==> config.mk <==
export PLATFORM = sky130hd
export DESIGN_NAME = lstmc_ctrl
export DESIGN_NICKNAME = d
export VERILOG_FILES = /design/src/lstmc_pkg.sv /design/src/lstmc_osc_tick.sv /design/src/lstmc_persist.sv /design/src/lstmc_ctrl.sv
export SDC_FILE = /design/constraint.sdc
export NUM_CORES = 1
export LEC_CHECK = 0
export BUFFER_PORTS_ARGS = -buffer_cell sky130_fd_sc_hd__buf_2
export CORE_MARGIN = 2
export CORE_UTILIZATION = 65
export DETAILED_ROUTE_END_ITERATION = 8
export PLACE_DENSITY = 0.9
export RECOVER_POWER = 25
export SYNTH_ARGS = -nofsm -noshare
export SYNTH_HDL_FRONTEND = slang
export SYNTH_SLANG_ARGS = --single-unit
==> constraint.sdc <==
create_clock -name sys_clk -period 4.54 [get_ports sys_clk]
set_input_delay 0 -clock sys_clk [delete_from_list [all_inputs] [get_ports sys_clk]]
set_output_delay 0 -clock sys_clk [all_outputs]
set_load 0.05 [all_outputs]
==> src/lstmc_pkg.sv <==
// Constants shared by the strobe/torch mode controller and its helpers.
// Assumes a 10 MHz system clock and a 250 kHz internal oscillator rate.

package lstmc_pkg;

   // ==========================================================
   // Clock and oscillator rates
   localparam int unsigned SYS_CLK_KHZ  = 10000;
   localparam int unsigned OSC_CLK_KHZ  = 250;
   localparam int unsigned OSC_DIV      = SYS_CLK_KHZ / OSC_CLK_KHZ;
   localparam int unsigned DIV_W        = 6;

   // ==========================================================
   // Timing, in their own units, and derived oscillator counts
   localparam int unsigned SAFE_TIME_MS = 1000;
   localparam int unsigned GAIN_TIME_MS = 32;
   localparam int unsigned SAFE_TICKS   = SAFE_TIME_MS * OSC_CLK_KHZ;
   localparam int unsigned GAIN_TICKS   = GAIN_TIME_MS * OSC_CLK_KHZ;
   localparam int unsigned CNT_W        = 20;

   // ==========================================================
   // Reset values
   localparam logic        RST_OFF      = 1'h0;

   // ==========================================================
   // Operating modes
   typedef enum logic [1:0]
   {
      MODE_OFF,
      MODE_TORCH,
      MODE_STROBE
   } lstmc_mode_t;

endpackage

==> src/lstmc_osc_tick.sv <==
// Internal oscillator tick: one-cycle pulse every OSC_DIV system clocks.
// Assumes one clock domain; runs only while the controller is enabled.

`timescale 1ns/1ps
`default_nettype none

module lstmc_osc_tick
(
   // Clock and reset
   input  wire logic     sys_clk,
   input  wire logic     rst_b,
   // Control
   input  wire logic     run,
   // Tick
   output var  logic     tick_ff
);

   logic [lstmc_pkg::DIV_W-1:0] div_ff;

   // ==========================================================
   // Divider
   always_ff @(posedge sys_clk or negedge rst_b)
   begin
      if (!rst_b)
      begin
         div_ff  <= '0;
         tick_ff <= lstmc_pkg::RST_OFF;
      end
      else if (!run)
      begin
         div_ff  <= '0;
         tick_ff <= 1'h0;
      end
      else if (div_ff == lstmc_pkg::DIV_W'(lstmc_pkg::OSC_DIV - 1))
      begin
         div_ff  <= '0;
         tick_ff <= 1'h1;
      end
      else
      begin
         div_ff  <= div_ff + 1'h1;
         tick_ff <= 1'h0;
      end
   end

endmodule

`default_nettype wire

==> src/lstmc_persist.sv <==
// Persistence counter: pulses once a condition has held for more than LIMIT ticks.
// Assumes tick is a one-cycle pulse; clr or a dropped condition restarts it.

`timescale 1ns/1ps
`default_nettype none

module lstmc_persist
#(
   parameter logic [lstmc_pkg::CNT_W-1:0] LIMIT = 20'h00010
)
(
   // Clock and reset
   input  wire logic     sys_clk,
   input  wire logic     rst_b,
   // Control
   input  wire logic     clr,
   input  wire logic     cond,
   input  wire logic     tick,
   // Result
   output var  logic     hit_ff
);

   logic [lstmc_pkg::CNT_W-1:0] cnt_ff;

   // ==========================================================
   // Counter, held at LIMIT once reached
   always_ff @(posedge sys_clk or negedge rst_b)
   begin
      if (!rst_b)
      begin
         cnt_ff <= '0;
         hit_ff <= lstmc_pkg::RST_OFF;
      end
      else if (clr || !cond)
      begin
         cnt_ff <= '0;
         hit_ff <= 1'h0;
      end
      else if (tick)
      begin
         if (cnt_ff == LIMIT)
         begin
            hit_ff <= 1'h1;
         end
         else
         begin
            cnt_ff <= cnt_ff + 1'h1;
            hit_ff <= 1'h0;
         end
      end
      else
      begin
         hit_ff <= 1'h0;
      end
   end

endmodule

`default_nettype wire

==> src/lstmc_ctrl.sv <==
// Strobe/torch mode and protection controller for a charge-pump LED driver.
// Assumes strobe_req, torch_en and guard indications are synchronous to sys_clk.

`timescale 1ns/1ps
`default_nettype none

module lstmc_ctrl
#(
   parameter logic [lstmc_pkg::CNT_W-1:0] SAFE_LIMIT = 20'(lstmc_pkg::SAFE_TICKS),
   parameter logic [lstmc_pkg::CNT_W-1:0] GAIN_LIMIT = 20'(lstmc_pkg::GAIN_TICKS)
)
(
   // Clock and reset
   input  wire logic                 sys_clk,
   input  wire logic                 rst_b,
   // Host control inputs
   input  wire logic                 strobe_req,
   input  wire logic                 torch_en,
   // Analogue comparator indications
   input  wire logic                 input_overvoltage_guard,
   input  wire logic                 output_overvoltage_guard,
   input  wire logic                 over_temp_guard,
   input  wire logic                 short_circuit_guard,
   input  wire logic                 unity_reg_fail,
   // Mode and reference selection
   output var  lstmc_pkg::lstmc_mode_t mode_ff,
   output var  logic                 ref_250mv_ff,
   // Output stage control
   output var  logic                 led_en_ff,
   output var  logic                 pump_run_ff,
   output var  logic                 pump_2x_ff,
   output var  logic                 current_limited_ff,
   output var  logic                 overcurrent_guard_hi_ff,
   // Status
   output var  logic                 safety_timeout_ff
);

   lstmc_pkg::lstmc_mode_t nxt_mode;
   logic                   enabled;
   logic                   osc_tick;
   logic                   safe_hit;
   logic                   gain_hit;
   logic                   gain_2x_ff;
   logic                   nxt_gain_2x;
   logic                   nxt_timeout;
   logic                   nxt_pump_2x;
   logic                   device_block;

   // ==========================================================
   // Mode selection
   assign enabled = strobe_req || torch_en;

   always_comb
   begin
      if (strobe_req)
      begin
         nxt_mode = lstmc_pkg::MODE_STROBE;
      end
      else if (torch_en)
      begin
         nxt_mode = lstmc_pkg::MODE_TORCH;
      end
      else
      begin
         nxt_mode = lstmc_pkg::MODE_OFF;
      end
   end

   always_ff @(posedge sys_clk or negedge rst_b)
   begin
      if (!rst_b)
      begin
         mode_ff      <= lstmc_pkg::MODE_OFF;
         ref_250mv_ff <= lstmc_pkg::RST_OFF;
      end
      else
      begin
         mode_ff      <= nxt_mode;
         // 250mV in strobe, 100mV otherwise
         ref_250mv_ff <= (nxt_mode == lstmc_pkg::MODE_STROBE);
      end
   end

   // ==========================================================
   // Oscillator-based timers
   lstmc_osc_tick u_tick
   (
      .sys_clk (sys_clk),
      .rst_b   (rst_b),
      .run     (enabled),
      .tick_ff (osc_tick)
   );

   // Strobe held continuously beyond the safety limit
   lstmc_persist #(.LIMIT(SAFE_LIMIT)) u_safe
   (
      .sys_clk (sys_clk),
      .rst_b   (rst_b),
      .clr     (!enabled),
      .cond    (strobe_req),
      .tick    (osc_tick),
      .hit_ff  (safe_hit)
   );

   // Unity-gain regulation failure persisting in torch mode
   lstmc_persist #(.LIMIT(GAIN_LIMIT)) u_gain
   (
      .sys_clk (sys_clk),
      .rst_b   (rst_b),
      .clr     (!enabled),
      .cond    (torch_en && !strobe_req && !gain_2x_ff && unity_reg_fail),
      .tick    (osc_tick),
      .hit_ff  (gain_hit)
   );

   // ==========================================================
   // Safety timeout latch
   always_comb
   begin
      if (!strobe_req)
      begin
         nxt_timeout = 1'h0;
      end
      else if (safe_hit)
      begin
         nxt_timeout = 1'h1;
      end
      else
      begin
         nxt_timeout = safety_timeout_ff;
      end
   end

   always_ff @(posedge sys_clk or negedge rst_b)
   begin
      if (!rst_b)
      begin
         safety_timeout_ff <= lstmc_pkg::RST_OFF;
      end
      else
      begin
         safety_timeout_ff <= nxt_timeout;
      end
   end

   // ==========================================================
   // Torch pump gain latch
   always_comb
   begin
      if (!enabled)
      begin
         nxt_gain_2x = 1'h0;
      end
      else if (gain_hit)
      begin
         nxt_gain_2x = 1'h1;
      end
      else
      begin
         nxt_gain_2x = gain_2x_ff;
      end
   end

   always_ff @(posedge sys_clk or negedge rst_b)
   begin
      if (!rst_b)
      begin
         gain_2x_ff <= lstmc_pkg::RST_OFF;
      end
      else
      begin
         gain_2x_ff <= nxt_gain_2x;
      end
   end

   // ==========================================================
   // Output stage and protection gating
   assign device_block = input_overvoltage_guard || over_temp_guard;
   assign nxt_pump_2x  = (nxt_mode == lstmc_pkg::MODE_STROBE) || nxt_gain_2x;

   always_ff @(posedge sys_clk or negedge rst_b)
   begin
      if (!rst_b)
      begin
         led_en_ff               <= lstmc_pkg::RST_OFF;
         pump_run_ff             <= lstmc_pkg::RST_OFF;
         pump_2x_ff              <= lstmc_pkg::RST_OFF;
         current_limited_ff      <= lstmc_pkg::RST_OFF;
         overcurrent_guard_hi_ff <= lstmc_pkg::RST_OFF;
      end
      else
      begin
         // Guards gate the output only; mode and latches run on
         led_en_ff          <= (nxt_mode != lstmc_pkg::MODE_OFF) && !nxt_timeout
                               && !device_block;
         pump_run_ff        <= (nxt_mode != lstmc_pkg::MODE_OFF) && !nxt_timeout
                               && !device_block && !output_overvoltage_guard;
         pump_2x_ff         <= nxt_pump_2x;
         current_limited_ff <= short_circuit_guard;
         overcurrent_guard_hi_ff <= nxt_pump_2x;
      end
   end

   // ==========================================================
   // Checks
   chk_strobe_prio: assert property (@(posedge sys_clk) disable iff (!rst_b)
      strobe_req |=> mode_ff == lstmc_pkg::MODE_STROBE)
      else $error("strobe request did not select strobe mode");

   chk_torch_entry: assert property (@(posedge sys_clk) disable iff (!rst_b)
      (torch_en && !strobe_req) |=> mode_ff == lstmc_pkg::MODE_TORCH)
      else $error("torch enable did not select torch mode");

   chk_ref_strobe: assert property (@(posedge sys_clk) disable iff (!rst_b)
      (mode_ff == lstmc_pkg::MODE_STROBE) |-> ref_250mv_ff)
      else $error("strobe mode without 250mV reference");

   chk_ref_torch: assert property (@(posedge sys_clk) disable iff (!rst_b)
      (mode_ff == lstmc_pkg::MODE_TORCH) |-> !ref_250mv_ff)
      else $error("torch mode without 100mV reference");

   chk_safe_off: assert property (@(posedge sys_clk) disable iff (!rst_b)
      (safe_hit && strobe_req) |=> (safety_timeout_ff && !led_en_ff))
      else $error("safety timeout did not disable output");

   chk_timeout_hold: assert property (@(posedge sys_clk) disable iff (!rst_b)
      (safety_timeout_ff && strobe_req) |=> (safety_timeout_ff || !$past(strobe_req)))
      else $error("timeout cleared while strobe stayed high");

   chk_timeout_rearm: assert property (@(posedge sys_clk) disable iff (!rst_b)
      !strobe_req |=> !safety_timeout_ff)
      else $error("timeout not cleared by strobe low");

   chk_strobe_gain: assert property (@(posedge sys_clk) disable iff (!rst_b)
      (mode_ff == lstmc_pkg::MODE_STROBE) |-> pump_2x_ff)
      else $error("strobe mode not in doubling gain");

   chk_torch_unity: assert property (@(posedge sys_clk) disable iff (!rst_b)
      ((mode_ff == lstmc_pkg::MODE_TORCH) && ($past(mode_ff) == lstmc_pkg::MODE_OFF))
      |-> !pump_2x_ff)
      else $error("torch entry not in unity gain");

   chk_gain_switch: assert property (@(posedge sys_clk) disable iff (!rst_b)
      (gain_hit && enabled) |=> (gain_2x_ff && pump_2x_ff))
      else $error("persistent unity failure did not select doubling");

   chk_gain_sticky: assert property (@(posedge sys_clk) disable iff (!rst_b)
      (gain_2x_ff && enabled) |=> gain_2x_ff)
      else $error("doubling gain dropped while enabled");

   chk_device_block: assert property (@(posedge sys_clk) disable iff (!rst_b)
      (input_overvoltage_guard || over_temp_guard) |=> (!led_en_ff && !pump_run_ff))
      else $error("guard did not disable device");

   chk_pump_stop: assert property (@(posedge sys_clk) disable iff (!rst_b)
      output_overvoltage_guard |=> !pump_run_ff)
      else $error("output overvoltage did not stop pump");

   chk_sc_limit: assert property (@(posedge sys_clk) disable iff (!rst_b)
      short_circuit_guard |=> current_limited_ff)
      else $error("short circuit did not limit current");

   chk_ocp_gain: assert property (@(posedge sys_clk) disable iff (!rst_b)
      overcurrent_guard_hi_ff == pump_2x_ff)
      else $error("current limit does not follow gain");

   chk_ocp_torch: assert property (@(posedge sys_clk) disable iff (!rst_b)
      (mode_ff == lstmc_pkg::MODE_TORCH) |-> (overcurrent_guard_hi_ff == gain_2x_ff))
      else $error("torch current limit does not follow gain latch");

   chk_guard_latch: assert property (@(posedge sys_clk) disable iff (!rst_b)
      (device_block && safety_timeout_ff && strobe_req) |=> safety_timeout_ff)
      else $error("protection cleared the safety timeout");

   chk_off_clear: assert property (@(posedge sys_clk) disable iff (!rst_b)
      (!strobe_req && !torch_en) |=> (!gain_2x_ff && !safety_timeout_ff && !safe_hit))
      else $error("off state did not clear timers and latch");

   chk_guard_mode: assert property (@(posedge sys_clk) disable iff (!rst_b)
      (device_block && strobe_req) |=> mode_ff == lstmc_pkg::MODE_STROBE)
      else $error("protection altered the mode");

endmodule

`default_nettype wire

After elaboration in Yosys (flattened, before gate mapping)

Index checks and enable logic that the tools add are counted.

Register bits after elaboration: 58
Latch bits: 0
Memory bits (writable): 0
ROM bits: 0
Memories kept: 0

Add/sub/neg operators: 3
Multipliers: 0
Divide/modulo/power cells: 0
$lt $le $gt $ge: 0
Equal/unequal tests: 6
Shifts and indexed selects: 0
Muxes and demuxes: 22
Bitwise operators: 0
Reduce and logical (&&, ||, !) cells: 23

Operators by type and width:

| kind                    | number |
|---|---|
| $mux W20                | 6 |
| $add A20 B1 Y20 const B | 2 |
| $eq A20 B13 Y1 const B  | 1 |
| $eq A20 B18 Y1 const B  | 1 |
| $mux W1                 | 13 |
| $mux W6                 | 2 |
| $logic_not A1 Y1        | 7 |
| $add A6 B1 Y6 const B   | 1 |
| $eq A6 B6 Y1 const B    | 1 |
| $logic_and A1 B1 Y1     | 6 |
| $reduce_bool A2 Y1      | 3 |
| $logic_or A1 B1 Y1      | 5 |
| $ne A2 B1 Y1 const B    | 2 |
| $reduce_and A2 Y1       | 2 |
| $eq A2 B2 Y1 const B    | 1 |
| $mux W2                 | 1 |

Logic depth before layout (Yosys ltp)

Depth after elaboration: 8
Gate-level depth with buffers: 6

Hierarchy

Synthesis repeated with hierarchy kept, for this count alone.

Cell total of the unflattened synthesis: 316
Area total of the unflattened synthesis: 3075.4 um2

Modules (own cells, without submodules):

| module                 | times used | cells each | area each (um2) | seq. area each (um2) |
|---|---|---|---|---|
| lstmc_persist (u_gain) | 1          | 137        | 1239.9          | 525.5 |
| lstmc_persist (u_safe) | 1          | 129        | 1216.2          | 525.5 |
| lstmc_ctrl             | 1          | 24         | 320.3           | 225.2 |
| lstmc_osc_tick         | 1          | 26         | 299.0           | 175.2 |

Worst setup path after synthesis

OpenSTA, ideal clock, no wires.

Kind: flip-flop to flip-flop
Start point: register u_gain.cnt_ff[0] in the netlist's numbering
End point: register u_gain.cnt_ff[18] in the netlist's numbering
Library setup time: 0.066 ns
Arrival: 1.616 ns
Required time: 4.474 ns
Setup slack: 2.858 ns
Cell stages (with the launch flop): 7
Clock period less this slack: 1.682 ns
Cells stage by stage: dfrtp_1 ha_1 and4_1 clkbuf_1 nand4_1 or4_1 nand2_1

Word-level cells in the longest chain between the ends: 4
Elaborated cells between the ends (all ways): 7
Classes of those cells: add/sub (1); eq/ne (2); mux (3); reduce/logical (1)

Ends and longest elaborated chain:

| element                | RTL line            | text |
|---|---|---|
| start, declared        | lstmc_persist.sv:23 | `logic [lstmc_pkg::CNT_W-1:0] cnt_ff;` |
| start signal, assigned | lstmc_persist.sv:47 | `cnt_ff <= cnt_ff + 1'h1;` |
| $add A20 B1 Y20        | lstmc_persist.sv:47 |  |
| $mux W20               | lstmc_persist.sv:41 | `if (cnt_ff == LIMIT)` |
| $mux W20               | lstmc_persist.sv:39 | `else if (tick)` |
| $mux W20               | lstmc_persist.sv:34 | `else if (clr \|\| !cond)` |

Parallel ways exist; a longest one is shown, timed or not. The select of a mux whose other input is x is not followed.
A chain may end at the register's enable or synchronous reset.

Final worst setup path

Start point: input strobe_req
End point: register pump_run_ff

Word-level cells in the longest chain between the ends: 5
Elaborated cells between the ends (all ways): 7
Classes of those cells: mux (2); reduce/logical (5)

Ends and longest elaborated chain:

| element                           | RTL line          | text |
|---|---|---|
| start, declared                   | lstmc_ctrl.sv:17  | `input wire logic strobe_req,` |
| $mux W1                           | lstmc_ctrl.sv:120 | `if (!strobe_req)` |
| via nxt_timeout                   | lstmc_ctrl.sv:45  | `logic nxt_timeout;` |
| $logic_not A1 Y1                  | lstmc_ctrl.sv:196 | `pump_run_ff <= (nxt_mode != lstmc_pkg::MODE_OFF) && !nxt_timeout` |
| $logic_and A1 B1 Y1               | lstmc_ctrl.sv:196 |  |
| $logic_and A1 B1 Y1 (2 in series) | lstmc_ctrl.sv:197 | `&& !device_block && !output_overvoltage_guard;` |
| end signal, assigned              | lstmc_ctrl.sv:186 | `pump_run_ff <= lstmc_pkg::RST_OFF;` |
| end signal, assigned              | lstmc_ctrl.sv:196 |  |
| end, declared                     | lstmc_ctrl.sv:30  | `output var logic pump_run_ff,` |

The timed path passes the listed nets, and every way through them passes these cells.

==> flow_metrics.tcl <==
set metrics [dict create \
    dieHeight_um 71.64 \
    grt_setup_unrepaired "no" \
    finalClockSkew_ps 12.91 \
    via_per_inst 6.448 \
    drt_wl_total_um 6406 \
    vias 2502 \
    synthTopCellsByCount "58 x dfrtp_1, 38 x nor2_1, 23 x nand2_1" \
    tightest_slew_ps 713.8 \
    arrival_ps 2850 \
    yosys.cell_count.top_type "dfrtp_1" \
    cp.depth 7 \
    clkTransAtPathRegs_ps 60 \
    synth_cell_types 43 \
    worstSetupEndpointType "flop" \
    finalCritPeriodShare_pct 57.76 \
    slew_headroom_pct 52.14 \
    r2r_slack_ps 2500 \
    synth_warnings 0 \
    fin_nets 345 \
    gp_congestion 0.9217 \
    critPathMaxStageDelay_ps 660 \
    final_layout_size_suffix_gt1_share_pct 11.01 \
    port_buffers 17 \
    cp-start-kind "input pin" \
    ant_nets 0 \
    syn_to_final_growth_pct 12.58 \
    overflow 0 \
    die-area_sq_um 5132 \
    start_util_pct 67.84 \
    r2r_cells 4 \
    hold_start "unity_reg_fail" \
    fp-row-count 24 \
    cts_buffers 9 \
    worstPathRequired_ps 4770 \
    hold_class "in2reg" \
    synth_nets 322 \
    grt_usage_pct 28.46 \
    synth_cells 308 \
    first_pass_iters 4 \
    cp_top_family "buffers and inverters" \
    finalNonFillerCells 388 \
    n_antenna_cell 0 \
    die_w_um 71.64 \
    seq_area_frac_synth_pct 48.80 \
    slew_viol_final 0 \
    cp_common_cell "dlygate4sd3_1" \
    async_flop_share_pct 100.0 \
    drv_cap 0 \
    outcome "completed" \
    powerDensity_nw_per_um2 329.0 \
    pin_count 18 \
    clock_latency_ps 350 \
    grt_start_max_net_pins 59 \
    coreArea_sq_um 4384 \
    reg2reg_to "u_gain.cnt_ff[19]$_DFFE_PN0P_" \
    route.detailed.drc 0 \
    crit_chain "dlygate4sd3_1 -> clkbuf_1 -> clkinv_1 -> nor2_1 -> nor4_1 -> nor2b_1 -> dlygate4sd3_1" \
    grt_pass1_wl_um 11180 \
    final.setup.tns_ps 0 \
    cts_tree "yes" \
    postCtsSetupBuffers 0 \
    critical_path_class "in2reg" \
    grt_pass1_vias 2542 \
    fin_crit_ps 2622 \
    clock_path_buffers 2 \
    dpl.cell_count 364 \
    root_buffer "clkbuf_8" \
    r2r_start "u_tick.tick_ff$_DFF_PN0_" \
    synth_seq_cells 58 \
    path_buf_inv 4 \
    avgSynthCellArea_sq_um 9.656 \
    hold_violations 0 \
    cts.sinks 58 \
    irDropWorstVdd_uv 220.3 \
    cp_max_fo 18 \
    synth_area_leader_cell "dfrtp_1" \
    dp_hpwl_um 4022 \
    first_iter_violations 206 \
    crit_start "strobe_req" \
    antenna_found_initial 0 \
    syn-cell-area_sq_um 2974 \
    synthTopCellsByArea "dfrtp_1 49%, nor2_1 4.8%, nand4_1 4.4%" \
    p_leak_nw 1.387 \
    crit_slowest_cell "clkinv_1" \
    synth_edf_count 0 \
    setup_viol_count_final 0 \
    synth-main-ff-cell "dfrtp_1" \
    endpoint "pump_run_ff$_DFF_PN0_" \
    htree_num_levels 3 \
    max_freq_ghz 0.3814 \
    wl_per_cell_um 16.51 \
    power_mw 1.101 \
    synth_top_area_share_pct 48.80 \
]
## through the flow
stage / worst slack, ps / util (%) / cell area, sq um / hold WS (ps)
3_5_place_dp: 2548 / 70.06 / 3072 / 113.0
4_1_cts: 2343 / 76.40 / 3349 / 274.9
2_1_floorplan: 2858 / - / 2974 / -295.6
5_1_grt: 1671 / 76.37 / 3348 / 297.3
3_3_place_gp: 2601 / 70.06 / 3072 / 108.6
6_report: 1918 / 76.37 / 3348 / 290.3
## cell usage in the layout, fill, tap and decap left out, drive strengths merged, types with 2 or more instances in the layout
master and instances:
inv 7, nand4bb 2, xor2 12, o311ai 3, or3 5, nand4 21, buf 17, nor4b 4
nand2b 6, and4 6, o211ai 4, o21ai 9, mux2i 5, xnor2 9, or4 6, a21oi 9
o41ai 2, nand2 23, a31o 2, nor4 8, nor2b 3, nand3 17, and3 8, ha 5
dlygate4sd3 8, nor2 38, o31ai 3, clkinv 2, nor3 8, dfrtp 58, clkbuf 15, mux2 2
## worst min-delay path by stage
| stage | end | slack [ps] | cells past startpoint |
|---|---|---|---|
| after global routing | u_gain.hit_ff$_DFF_PN0_ | 300 | 4 |
| after global placement | current_limited_ff$_DFF_PN0_ | 110 | 1 |
| final | u_gain.hit_ff$_DFF_PN0_ | 290 | 4 |
| after detailed placement | current_limited_ff$_DFF_PN0_ | 110 | 1 |
| after CTS | u_gain.hit_ff$_DFF_PN0_ | 270 | 4 |
| after floorplan | current_limited_ff$_DFF_PN0_ | -300 | 0 |
## cell families after synthesis
kind of cell	count (synthesis)	share of synthesized area [%]
adder cells (fa/ha/maj)	5	2.103
AND/OR/NAND/NOR	160	29.70
multiplexers	7	2.440
buffers and inverters	22	3.029
AO/OA/AOI/OAI	35	7.741
XOR/XNOR	21	6.184
flip-flops	58	48.80
## power breakdown
group          internal (mW)  switching [mW]
clock                  0.283           0.198
combinational         0.0254          0.0476
sequential             0.533          0.0141
## worst reg2reg max path, cell delays in order, from the launching register on
cell and delay [ps]:
dfrtp_1 670, nand3_1 310, nand4b_1 370, or4_1 450
a21oi_1 150
## routing by layer
| metal | vias up | part of all wire (%) | GRT usage (%) | wire, um |
|---|---|---|---|---|
| met5 | - | 0 | 0 | 0 |
| met4 | 0 | 3.4 | 13.42 | 215 |
| met1 | 1210 | 40 | 32.00 | 2573 |
| met3 | 24 | 5.2 | 10.41 | 332 |
| met2 | 93 | 51 | 48.05 | 3285 |
| li1 | 1175 | - | - | - |
## timing repair
item,4_1_cts,5_1_grt
hold endpoints to repair,64,0
gates resized for setup,0,0
hold buffers,8,0
## area by class of cell
type | count | area, sq um
clock buffers | 14 | 162.7
clock inverters | 2 | 35.03
fillers | 282 | 1036
inverters | 8 | 30.03
multi-input cells | 228 | 1433
flip-flops and latches | 58 | 1451
well taps | 52 | 65.06
repair buffers | 26 | 171.4
## state kept, by name, summed over array words and instances (netlist names)
name                flops
u_gain.cnt_ff          20
u_safe.cnt_ff          20
u_tick.div_ff           6
mode_ff                 2
current_limited_ff      1
gain_2x_ff              1
led_en_ff               1
pump_2x_ff              1
pump_run_ff             1
ref_250mv_ff            1
safety_timeout_ff       1
u_gain.hit_ff           1
u_safe.hit_ff           1
u_tick.tick_ff          1
No activity file was read; power rests on OpenSTA's default activity.
